===== src/clg_map.svh =====
// Register offsets, field positions and selector reset value of the gate 1 term selector
`ifndef CLG_MAP_SVH
`define CLG_MAP_SVH

`define CLG_SEL_OFS        32'h0000_0000
`define CLG_STAT_OFS       32'h0000_0004
`define CLG_SEL_RST        8'h00
`define CLG_SEL_WIDTH      8
`define CLG_DATA_WIDTH     4
`define CLG_STAT_DATA_LSB  0
`define CLG_STAT_GATE_BIT  4
`define CLG_STAT_TERM_LSB  8
`define CLG_ZERO_WORD      32'h0000_0000
`define CLG_MIN_ADDR_WIDTH 3
`define CLG_MAX_ADDR_WIDTH 31

`endif


===== src/clg_pkg.sv =====
// Types shared by the gate 1 term selector modules
package clg_pkg;

   typedef enum logic [1:0] {
      CLG_IDLE   = 2'b01,
      CLG_ACCESS = 2'b10
   } clg_apb_state_t;

   typedef logic [7:0] clg_sel_t;
   typedef logic [3:0] clg_data_t;

endpackage : clg_pkg


===== src/clg_gate_if.sv =====
// Carrier between the register side and the gate 1 term combiner
`timescale 1ns/100ps
interface clg_gate_if;
   logic [3:0] data;
   logic [7:0] enable;
   logic [7:0] terms;
   logic       gate;

   modport src  (output data, output enable, input  terms, input  gate);
   modport comb (input  data, input  enable, output terms, output gate);
endinterface : clg_gate_if


===== src/clg_sync.sv =====
// Two-flop synchroniser for a bus of independent level inputs
`timescale 1ns/100ps
module clg_sync #(
   parameter int WIDTH = 4
) (
   // Clock and reset
   input  wire logic             clk_sys,
   input  wire logic             rst_n,
   // Data
   input  wire logic [WIDTH-1:0] async_in,
   output logic      [WIDTH-1:0] sync_out
);
   logic [WIDTH-1:0] stage_one;

   generate
      if (WIDTH < 1) begin : g_bad_width
         $error("clg_sync: WIDTH must be at least 1");
      end
   endgenerate

   // Only the second stage reads the first
   always_ff @(posedge clk_sys) begin
      if (!rst_n) begin
         stage_one <= '0;
         sync_out  <= '0;
      end else begin
         stage_one <= async_in;
         sync_out  <= stage_one;
      end
   end
endmodule : clg_sync


===== src/clg_gate_comb.sv =====
// Term builder and OR combiner for gate 1
`timescale 1ns/100ps
module clg_gate_comb (
   // Terms and enables
   clg_gate_if.comb gif
);
   logic first_input_true;
   logic first_input_inverted;
   logic second_input_true;
   logic second_input_inverted;
   logic third_input_true;
   logic third_input_inverted;
   logic fourth_input_true;
   logic fourth_input_inverted;
   logic [7:0] raw_terms;

   always_comb begin
      first_input_true      = gif.data[0];
      first_input_inverted  = ~gif.data[0];
      second_input_true     = gif.data[1];
      second_input_inverted = ~gif.data[1];
      third_input_true      = gif.data[2];
      third_input_inverted  = ~gif.data[2];
      fourth_input_true     = gif.data[3];
      fourth_input_inverted = ~gif.data[3];
      // Even bits carry the inverted form, odd bits the true form
      raw_terms = {fourth_input_true, fourth_input_inverted,
                   third_input_true,  third_input_inverted,
                   second_input_true, second_input_inverted,
                   first_input_true,  first_input_inverted};
   end

   always_comb begin
      gif.terms[7] = raw_terms[7] & gif.enable[7]; // [RL7]
      gif.terms[6] = raw_terms[6] & gif.enable[6]; // [RL1]
      gif.terms[5] = raw_terms[5] & gif.enable[5]; // [RL2]
      gif.terms[4] = raw_terms[4] & gif.enable[4]; // [RL3]
      gif.terms[3] = raw_terms[3] & gif.enable[3]; // [RL4]
      gif.terms[2] = raw_terms[2] & gif.enable[2]; // [RL5]
      gif.terms[1] = raw_terms[1] & gif.enable[1]; // [RL6]
      gif.terms[0] = raw_terms[0] & gif.enable[0]; // [RL7]
      // No term enabled leaves the gate low
      gif.gate = |gif.terms;
   end
endmodule : clg_gate_comb


===== src/clg_gate1_select.sv =====
// Gate 1 input-term selector with its APB register slave
//
// The implementer's own choices: the APB slave port and the address map.
`include "clg_map.svh"
`timescale 1ns/100ps

// Functional notes
// RL1: Bit 6 gates inverted fourth input
// RL2: Bit 5 gates true third input
// RL3: Bit 4 gates inverted third input
// RL4: Bit 3 gates true second input
// RL5: Bit 2 gates inverted second input
// RL6: Bit 1 gates true first input
// RL7: Bit 7 true fourth, bit 0 inverted first
module clg_gate1_select
   import clg_pkg::*;
#(
   parameter int ADDR_WIDTH = 12
) (
   // Clock and reset
   input  wire logic                  clk_sys,
   input  wire logic                  rst_n,
   // APB slave
   input  wire logic                  psel,
   input  wire logic                  penable,
   input  wire logic                  pwrite,
   input  wire logic [ADDR_WIDTH-1:0] paddr,
   input  wire logic [31:0]           pwdata,
   input  wire logic [3:0]            pstrb,
   output logic      [31:0]           prdata,
   output logic                       pready,
   output logic                       pslverr,
   // Selected data inputs from the cell multiplexers
   input  wire logic [3:0]            sel_data,
   // Gate 1 result
   output logic                       gate_one_output
);
   clg_apb_state_t state;
   clg_sel_t       gate1_input_select;
   clg_data_t      data_synced;
   logic [31:0]    full_addr;
   logic           hit_sel;
   logic           hit_stat;
   logic           setup_phase;
   logic           do_write;
   logic [31:0]    next_prdata;
   logic           next_pslverr;

   clg_gate_if gif ();

   generate
      if (ADDR_WIDTH < `CLG_MIN_ADDR_WIDTH || ADDR_WIDTH > `CLG_MAX_ADDR_WIDTH) begin : g_bad
         $error("clg_gate1_select: ADDR_WIDTH out of range");
      end
   endgenerate

   // Selected inputs may come straight from pins, so they are synchronised
   clg_sync #(
      .WIDTH (`CLG_DATA_WIDTH)
   ) u_sync (
      .clk_sys  (clk_sys),
      .rst_n    (rst_n),
      .async_in (sel_data),
      .sync_out (data_synced)
   );

   assign gif.data   = data_synced;
   assign gif.enable = gate1_input_select;

   clg_gate_comb u_comb (
      .gif (gif)
   );

   // Address decode
   always_comb begin
      full_addr    = {{(32-ADDR_WIDTH){1'b0}}, paddr};
      hit_sel      = (full_addr == `CLG_SEL_OFS);
      hit_stat     = (full_addr == `CLG_STAT_OFS);
      setup_phase  = psel && !penable && (state == CLG_IDLE);
      do_write     = (state == CLG_ACCESS) && psel && penable && pready && pwrite;
   end

   // Read data and error are fixed in the setup cycle so every output is a flop
   always_comb begin
      next_prdata  = `CLG_ZERO_WORD;
      next_pslverr = 1'b0;
      if (hit_sel) begin
         next_prdata[`CLG_SEL_WIDTH-1:0] = gate1_input_select;
      end else if (hit_stat) begin
         next_prdata[`CLG_STAT_DATA_LSB +: `CLG_DATA_WIDTH] = data_synced;
         next_prdata[`CLG_STAT_GATE_BIT]                    = gate_one_output;
         next_prdata[`CLG_STAT_TERM_LSB +: `CLG_SEL_WIDTH]  = gif.terms;
         next_pslverr = pwrite;
      end else begin
         next_pslverr = 1'b1;
      end
   end

   // One wait-free access phase per transfer
   always_ff @(posedge clk_sys) begin
      if (!rst_n) begin
         state <= CLG_IDLE;
      end else begin
         case (state)
            CLG_IDLE: begin
               if (setup_phase) begin
                  state <= CLG_ACCESS;
               end
            end
            CLG_ACCESS: begin
               state <= CLG_IDLE;
            end
            default: begin
               state <= CLG_IDLE;
            end
         endcase
      end
   end

   always_ff @(posedge clk_sys) begin
      if (!rst_n) begin
         pready  <= 1'b0;
         pslverr <= 1'b0;
         prdata  <= `CLG_ZERO_WORD;
      end else if (setup_phase) begin
         pready  <= 1'b1;
         pslverr <= next_pslverr;
         prdata  <= pwrite ? `CLG_ZERO_WORD : next_prdata;
      end else begin
         pready  <= 1'b0;
         pslverr <= 1'b0;
         prdata  <= `CLG_ZERO_WORD;
      end
   end

   // Only byte lane 0 holds the selector; other lanes are ignored
   always_ff @(posedge clk_sys) begin
      if (!rst_n) begin
         gate1_input_select <= `CLG_SEL_RST;
      end else if (do_write && hit_sel && pstrb[0]) begin
         gate1_input_select <= pwdata[`CLG_SEL_WIDTH-1:0]; // [RL1] [RL2] [RL3] [RL4] [RL5] [RL6] [RL7]
      end
   end

   // Registered so the output never glitches while terms change
   always_ff @(posedge clk_sys) begin
      if (!rst_n) begin
         gate_one_output <= 1'b0;
      end else begin
         gate_one_output <= gif.gate; // [RL1] [RL6] [RL7]
      end
   end
endmodule : clg_gate1_select


===== config.mk =====
export PLATFORM = sky130hd
export DESIGN_NAME = clg_gate1_select
export DESIGN_NICKNAME = d
export VERILOG_FILES = /design/src/clg_pkg.sv /design/src/clg_gate_if.sv /design/src/clg_sync.sv /design/src/clg_gate_comb.sv /design/src/clg_gate1_select.sv
export VERILOG_INCLUDE_DIRS = /design/src /design/src/src
export SDC_FILE = /design/constraint.sdc
export NUM_CORES = 1
export LEC_CHECK = 0
export BUFFER_PORTS_ARGS = -buffer_cell sky130_fd_sc_hd__buf_2
export CORE_UTILIZATION = 41
export DETAILED_ROUTE_END_ITERATION = 10
export PLACE_DENSITY = 0.78
export SLEW_MARGIN = 20
export SYNTH_ARGS = -nofsm -noshare
export SYNTH_HDL_FRONTEND = slang
export SYNTH_SLANG_ARGS = --single-unit

===== constraint.sdc =====
create_clock -name clk_sys -period 1.8 [get_ports clk_sys]
set_input_delay 0.18 -clock clk_sys [delete_from_list [all_inputs] [get_ports clk_sys]]
set_output_delay 0.18 -clock clk_sys [all_outputs]
set_load 0.005 [all_outputs]

==> results.py, run 1 <==
metrics = {
    "synth": {
        "syn-cell-area_sq_mm": 0.001396,
        "synthTopCellsByCount": "37 x dfxtp_1, 20 x nand2_1, 18 x buf_4",
        "synthFlopType": "dfxtp_1",
        "synth_top_area_frac": 0.5305,
        "syn_inst": 133,
        "synth.area.top_cells": "dfxtp_1 53%, buf_4 9.7%, mux2i_1 5.7%",
        "synth_cell_type_count": 24,
        "yosys.cell_count.top_type": "dfxtp_1",
        "avgSynthCellArea_sq_um": 10.50,
        "yosys_register_bits": 37,
        "synth_edf_count": 0,
        "async_flop_share": 0,
        "synth_top_area_cell": "dfxtp_1",
        "yosysSeqAreaShare": 0.5305,
        "yosys_warnings": 0,
    },
    "worst_setup_path": {
        "cp_cell_sequence": "and4bb_1 > nand2_2 > or4b_1 > nor2_2",
        "reg2reg_depth": 4,
        "startpoint_type": "flop",
        "cp_max_fo": 8,
        "path_class": "reg -> reg",
        "max_stage_delay_ps": 730,
        "worstPathRequired_ps": 2070,
        "arrival_ps": 1880,
        "end_kind": "flop",
        "slowest_stage": "or4b_1",
    },
    "clock_network": {
        "clock-sinks": 37,
        "post_cts_buffers": 0,
        "clkLatencyLatePin_ps": 330,
        "cts_tree": "built",
        "cts-root-buf": "clkbuf_4",
        "numCtsBuffers": 5,
        "path_clk_slew_ps": 100,
        "clockBufferDepth": 2,
        "htree_levels": 2,
        "cts-resized-gates": 0,
        "ctsHoldBuffers": 0,
    },
    "drt": {
        "ant_nets": 0,
        "num_vias": 1011,
        "routedWlPerCell_microns": 9.833,
        "post_drt_via_cell_ratio": 4.321,
        "drt_pass1_iterations": 4,
        "wl_microns": 2301,
        "drt_iter0_drc": 23,
        "drc": 0,
    },
    "final_layout": {
        "synthToLayoutAreaGrowth_pct": 21.86,
        "nets": 246,
        "fin_area_sq_mm": 0.001702,
        "drive_gt1_frac": 0.4105,
        "n_antenna_cell": 0,
    },
    "timing": {
        "whs_ps": 46.19,
        "rsz0062_at_grt": "no",
        "finalMaxSlewViolations": 0,
        "period_needed_ps": 1604,
        "fmax_ghz": 0.6236,
        "finalClockSkew_ps": 4.034,
        "tns_ps": 0,
        "hold_viol_final": 0,
        "fin_crit_sh": 0.8909,
        "setup_viol": 0,
    },
    "global_routing": {
        "grt_max_degree": 26,
        "grt_overflow": 0,
        "grt_pass1_vias": 900,
        "grt_pass1_wl_microns": 3829,
        "track_usage": 0.1509,
        "antenna_found_initial": 0,
    },
    "power_and_ir_drop": {
        "pwr-share-seq": 0.640,
        "p_int_w": 0.001016,
        "power.leakage_nw": 0.7894,
        "max-vdd-ir-drop_mv": 0.4669,
        "swShare": 0.2206,
        "power.density_mw_per_mm2": 766.2,
        "net-switching-power_w": 0.0002876,
        "clkPwrFrac": 0.303,
        "combPwrFrac": 0.057,
        "power.total_w": 0.001304,
    },
    "place": {
        "gp_congestion": 0.8181,
        "postPlaceCellArea_sq_mm": 0.001650,
        "hpwl_microns": 1785,
        "numPortBuffers": 48,
    },
    "floorplanning": {
        "die_width_microns": 60.36,
        "die_area_sq_mm": 0.003643,
        "io_pins": 92,
        "fp.dieH_microns": 60.36,
        "core_sq_mm": 0.003153,
        "start_util": 0.4429,
        "std_cell_rows": 20,
    },
    "run": {
        "maxCapViolCount": 0,
    },
    "worst_hold_path": {
        "holdPathStages": 2,
        "hold_class": "in -> reg",
    },
    "outcome": {
        "outcome": "finished, final reports clean",
    },
}
## state kept, by name, summed over array words and instances (netlist names)
signal,count
prdata,16
gate1_input_select,8
u_sync.stage_one,4
u_sync.sync_out,4
state,2
gate_one_output,1
pready,1
pslverr,1
## critical path: cells and delay by family (launching register included)
kind             cells  cell delay, ps
DFF                  1             320
and+or+nand+nor      4            1220
## layer usage
metal | vias up | part of all wire | global-route usage
met5 | - | 0 | 0
met4 | 0 | 0.033 | 0.1196
met3 | 9 | 0.065 | 0.04904
met2 | 43 | 0.47 | 0.2575
met1 | 440 | 0.43 | 0.1508
li1 | 519 | - | -
## through the flow
step / util / setup slack, ps / instances
detailed placement: 0.5234 / 161.4 / 226
floorplan: - / 330.2 / 148
global placement: 0.5234 / 165.8 / 226
finish: 0.5397 / 196.4 / 234
CTS: 0.5397 / 186.3 / 234
global route: 0.5397 / 141.8 / 234
## final timing paths
check | endpoint | slack, ps | start
max | prdata[12] | 200 | state[1]
min | u_sync.stage_one[1] | 50 | sel_data[1]
max reg2reg | prdata[12] | 200 | state[1]
min reg2reg | u_sync.sync_out[0] | 440 | u_sync.stage_one[0]
## cells in the final DEF, fill, tap and decap left out
cell and count:
a22o_1 5, nand4_1 2, nor4_2 3, o21a_1 1, nand2b_1 4, a21oi_1 1
inv_2 2, and2_1 11, clkbuf_1 1, buf_4 6, or4b_1 1, buf_2 48
dfxtp_1 37, nor4b_2 1, conb_1 16, nand3_2 1, nor3_4 1, mux2i_1 8
nand2_2 1, nor2_2 8, and4bb_1 1, clkbuf_4 5, nor2_1 1, nand2_1 20
clkinv_2 2, nand4b_1 2, nor3_1 1
## layout make-up
class | instances | area (sq um)
Fill cell | 321 | 1451
Sequential cell | 37 | 740.7
Multi-Input combinational cell | 89 | 561.8
Timing Repair Buffer | 54 | 285.3
Tap cell | 44 | 55.05
Clock buffer | 6 | 41.29
Clock inverter | 2 | 10.01
Inverter | 2 | 7.507
## logic make-up after synthesis
group                  count (synthesis)  share of synthesized area
DFF                                   37                     0.5305
other                                  1                   0.002686
AOI/OAI and AO/OA                      7                    0.04032
muxes                                  8                    0.05735
buffers and inverters                 22                     0.1075
and+or+nand+nor                       58                     0.2616
## power groups by stage
stage          combinational [W]  clock (W)  sequential, W
3_5_place_dp           0.0000748          0       0.000854
4_1_cts                0.0000748   0.000413       0.000835
6_report               0.0000744   0.000395       0.000835
5_1_grt                0.0000847   0.000462       0.000837
2_1_floorplan          0.0000585          0       0.000853
3_3_place_gp           0.0000740          0       0.000854
Power figures use the tool's default switching activity.
==> run 2: changes to the inputs <==
--- a/config.mk
+++ b/config.mk
@@ -7,9 +7,9 @@
 export NUM_CORES = 1
 export LEC_CHECK = 0
 export BUFFER_PORTS_ARGS = -buffer_cell sky130_fd_sc_hd__buf_2
-export CORE_UTILIZATION = 41
+export CORE_UTILIZATION = 37
 export DETAILED_ROUTE_END_ITERATION = 10
-export PLACE_DENSITY = 0.78
+export PLACE_DENSITY = 0.75
 export SLEW_MARGIN = 20
 export SYNTH_ARGS = -nofsm -noshare
 export SYNTH_HDL_FRONTEND = slang
==> constraint.sdc (replaced) <==
create_clock -name clk_sys -period 1.3 [get_ports clk_sys]
set_input_delay 0.13 -clock clk_sys [delete_from_list [all_inputs] [get_ports clk_sys]]
set_output_delay 0.13 -clock clk_sys [all_outputs]
set_load 0.005 [all_outputs]
==> results.py, run 2 (same netlist as run 1, synthesis figures left out) <==
metrics = {
    "outcome": {
        "outcome": "finished, violations left",
        "violations": "negative setup slack",
    },
    "worst_setup_path": {
        "r2r_start": "state[1]",
        "worstPathRequired_ps": 1520,
        "path_class": "reg -> reg",
        "cp_max_fo": 8,
        "end_kind": "flop",
        "reg2reg_depth": 4,
        "slowest_stage": "or4b_4",
        "startpoint_type": "flop",
        "max_stage_delay_ps": 580,
        "cp_cell_sequence": "and4bb_1 > nand2_2 > or4b_4 > nor2_2",
        "reg2reg_to": "prdata[14]",
        "worst-path-buf-inv": 0,
        "r2r_slack_ps": -100,
        "critPathTopFamily": "simple AND/OR/NAND/NOR gates",
        "arrival_ps": 1620,
    },
    "drt": {
        "ant_nets": 0,
        "drt_pass1_iterations": 4,
        "drt_iter0_drc": 12,
        "wl_microns": 2513,
        "drc": 0,
        "post_drt_via_cell_ratio": 4.219,
        "num_vias": 1000,
        "routedWlPerCell_microns": 10.60,
    },
    "final_layout": {
        "reg_top3": "prdata x16, gate1_input_select x8",
        "nets": 247,
        "synthToLayoutAreaGrowth_pct": 28.23,
        "regMostFlops": "prdata",
        "fillCellCount": 340,
        "final_util": 0.5162,
        "drive_gt1_frac": 0.4241,
        "final_common_cell": "buf_2",
        "n_antenna_cell": 0,
        "most-common-layout-cells": "48 x buf_2, 36 x dfxtp_1, 20 x nand2_1, 16 x conb_1, 11 x and2_1",
        "largest_reg_flops": 16,
    },
    "clock_network": {
        "clock-sinks": 37,
        "htree_levels": 2,
        "clkLatencyLatePin_ps": 280,
        "cts_tree": "built",
        "numCtsBuffers": 5,
        "path_clk_slew_ps": 70,
        "cts-root-buf": "clkbuf_8",
        "clockBufferDepth": 2,
    },
    "floorplanning": {
        "die_area_sq_mm": 0.004023,
        "io_pins": 92,
        "std_cell_rows": 21,
        "start_util": 0.4026,
        "fp.dieH_microns": 63.43,
        "die_width_microns": 63.43,
        "core_sq_mm": 0.003468,
    },
    "global_routing": {
        "grt_overflow": 0,
        "grt_max_degree": 26,
        "grt_pass1_wl_microns": 4036,
        "grt_pass1_vias": 916,
        "track_usage": 0.1378,
        "antenna_found_initial": 0,
    },
    "timing": {
        "setup_viol": 13,
        "whs_ps": 49.08,
        "fmax_ghz": 0.7165,
        "hold_viol_final": 0,
        "period_needed_ps": 1396,
        "finalClockSkew_ps": 4.602,
        "fin_crit_sh": 1.074,
        "finalMaxSlewViolations": 0,
        "rsz0062_at_grt": "yes",
        "setup_ws_ps": -95.75,
    },
    "worst_hold_path": {
        "holdPathStages": 2,
        "hold_end": "u_sync.stage_one[1]",
        "hold_class": "in -> reg",
        "min-delay-start": "sel_data[1]",
    },
    "power_and_ir_drop": {
        "power.total_w": 0.002000,
        "power.leakage_nw": 0.8260,
        "power.density_mw_per_mm2": 1117,
        "max-vdd-ir-drop_mv": 0.4748,
    },
    "place": {
        "hpwl_microns": 1809,
        "pre_cts_slack_ps": -157.7,
        "numPortBuffers": 48,
        "gp_congestion": 0.7630,
    },
    "run": {
        "maxCapViolCount": 0,
    },
}
## run 2: cell types whose count changed in the layout (fill, tap and decap cells not counted), sizes merged
cell  before  now
buf       54   55
## run 2: power by group
part | total (W) | switching [W] | internal, W
clock network | 0.000732 | 0.000362 | 0.000370
registers | 0.00116 | 0.00000692 | 0.00115
logic | 0.000111 | 0.0000558 | 0.0000548
total | 0.00200 | 0.000424 | 0.00158
## run 2: layer usage
layer  vias up  routed length, microns  global-route usage
li1        521                       -                   -
met1       435                    1051              0.1437
met2        38                    1226              0.2221
met3         6                     172             0.06522
met4         0                      63             0.08523
met5         -                       0                   0
## run 2: repair_timing
| item | CTS | global route |
|---|---|---|
| buffers inserted | 0 | 1 |
| endpoints found under the hold margin | 0 | 0 |
| hold buffers | 0 | 0 |
| pin swaps | 10 | 4 |
| endpoints found under the setup margin | 16 | 16 |
| gates resized for setup | 6 | 3 |
## run 2: per-stage QoR
stage	area [sq um]	cells	setup TNS [ps]
floorplan	1456	148	-1516
global placement	1673	229	-2392
detailed placement	1673	229	-2660
CTS	1782	237	-1719
global route	1790	237	-1600
finish	1790	237	-822.1
## run 2: cell type report
type / count / area, sq um / share of cell area
flip-flops and latches: 37 / 742.0 / 0.4144
clock inverters: 2 / 10.01 / 0.005590
clock buffers: 6 / 72.57 / 0.04053
multi-input cells: 89 / 588.1 / 0.3284
inverters: 2 / 7.507 / 0.004193
well taps: 46 / 57.56 / 0.03215
repair buffers: 55 / 312.8 / 0.1747
## run 2: worst max path at each step
stage,startpoint,end,slack [ps],depth (start not counted)
after floorplan,state[1],prdata[10],-160,5
after global placement,paddr[9],prdata[15],-160,6
after detailed placement,paddr[9],prdata[15],-160,6
after CTS,state[1],prdata[0],-120,6
after global routing,state[1],prdata[15],-150,4
final,state[1],prdata[14],-100,4
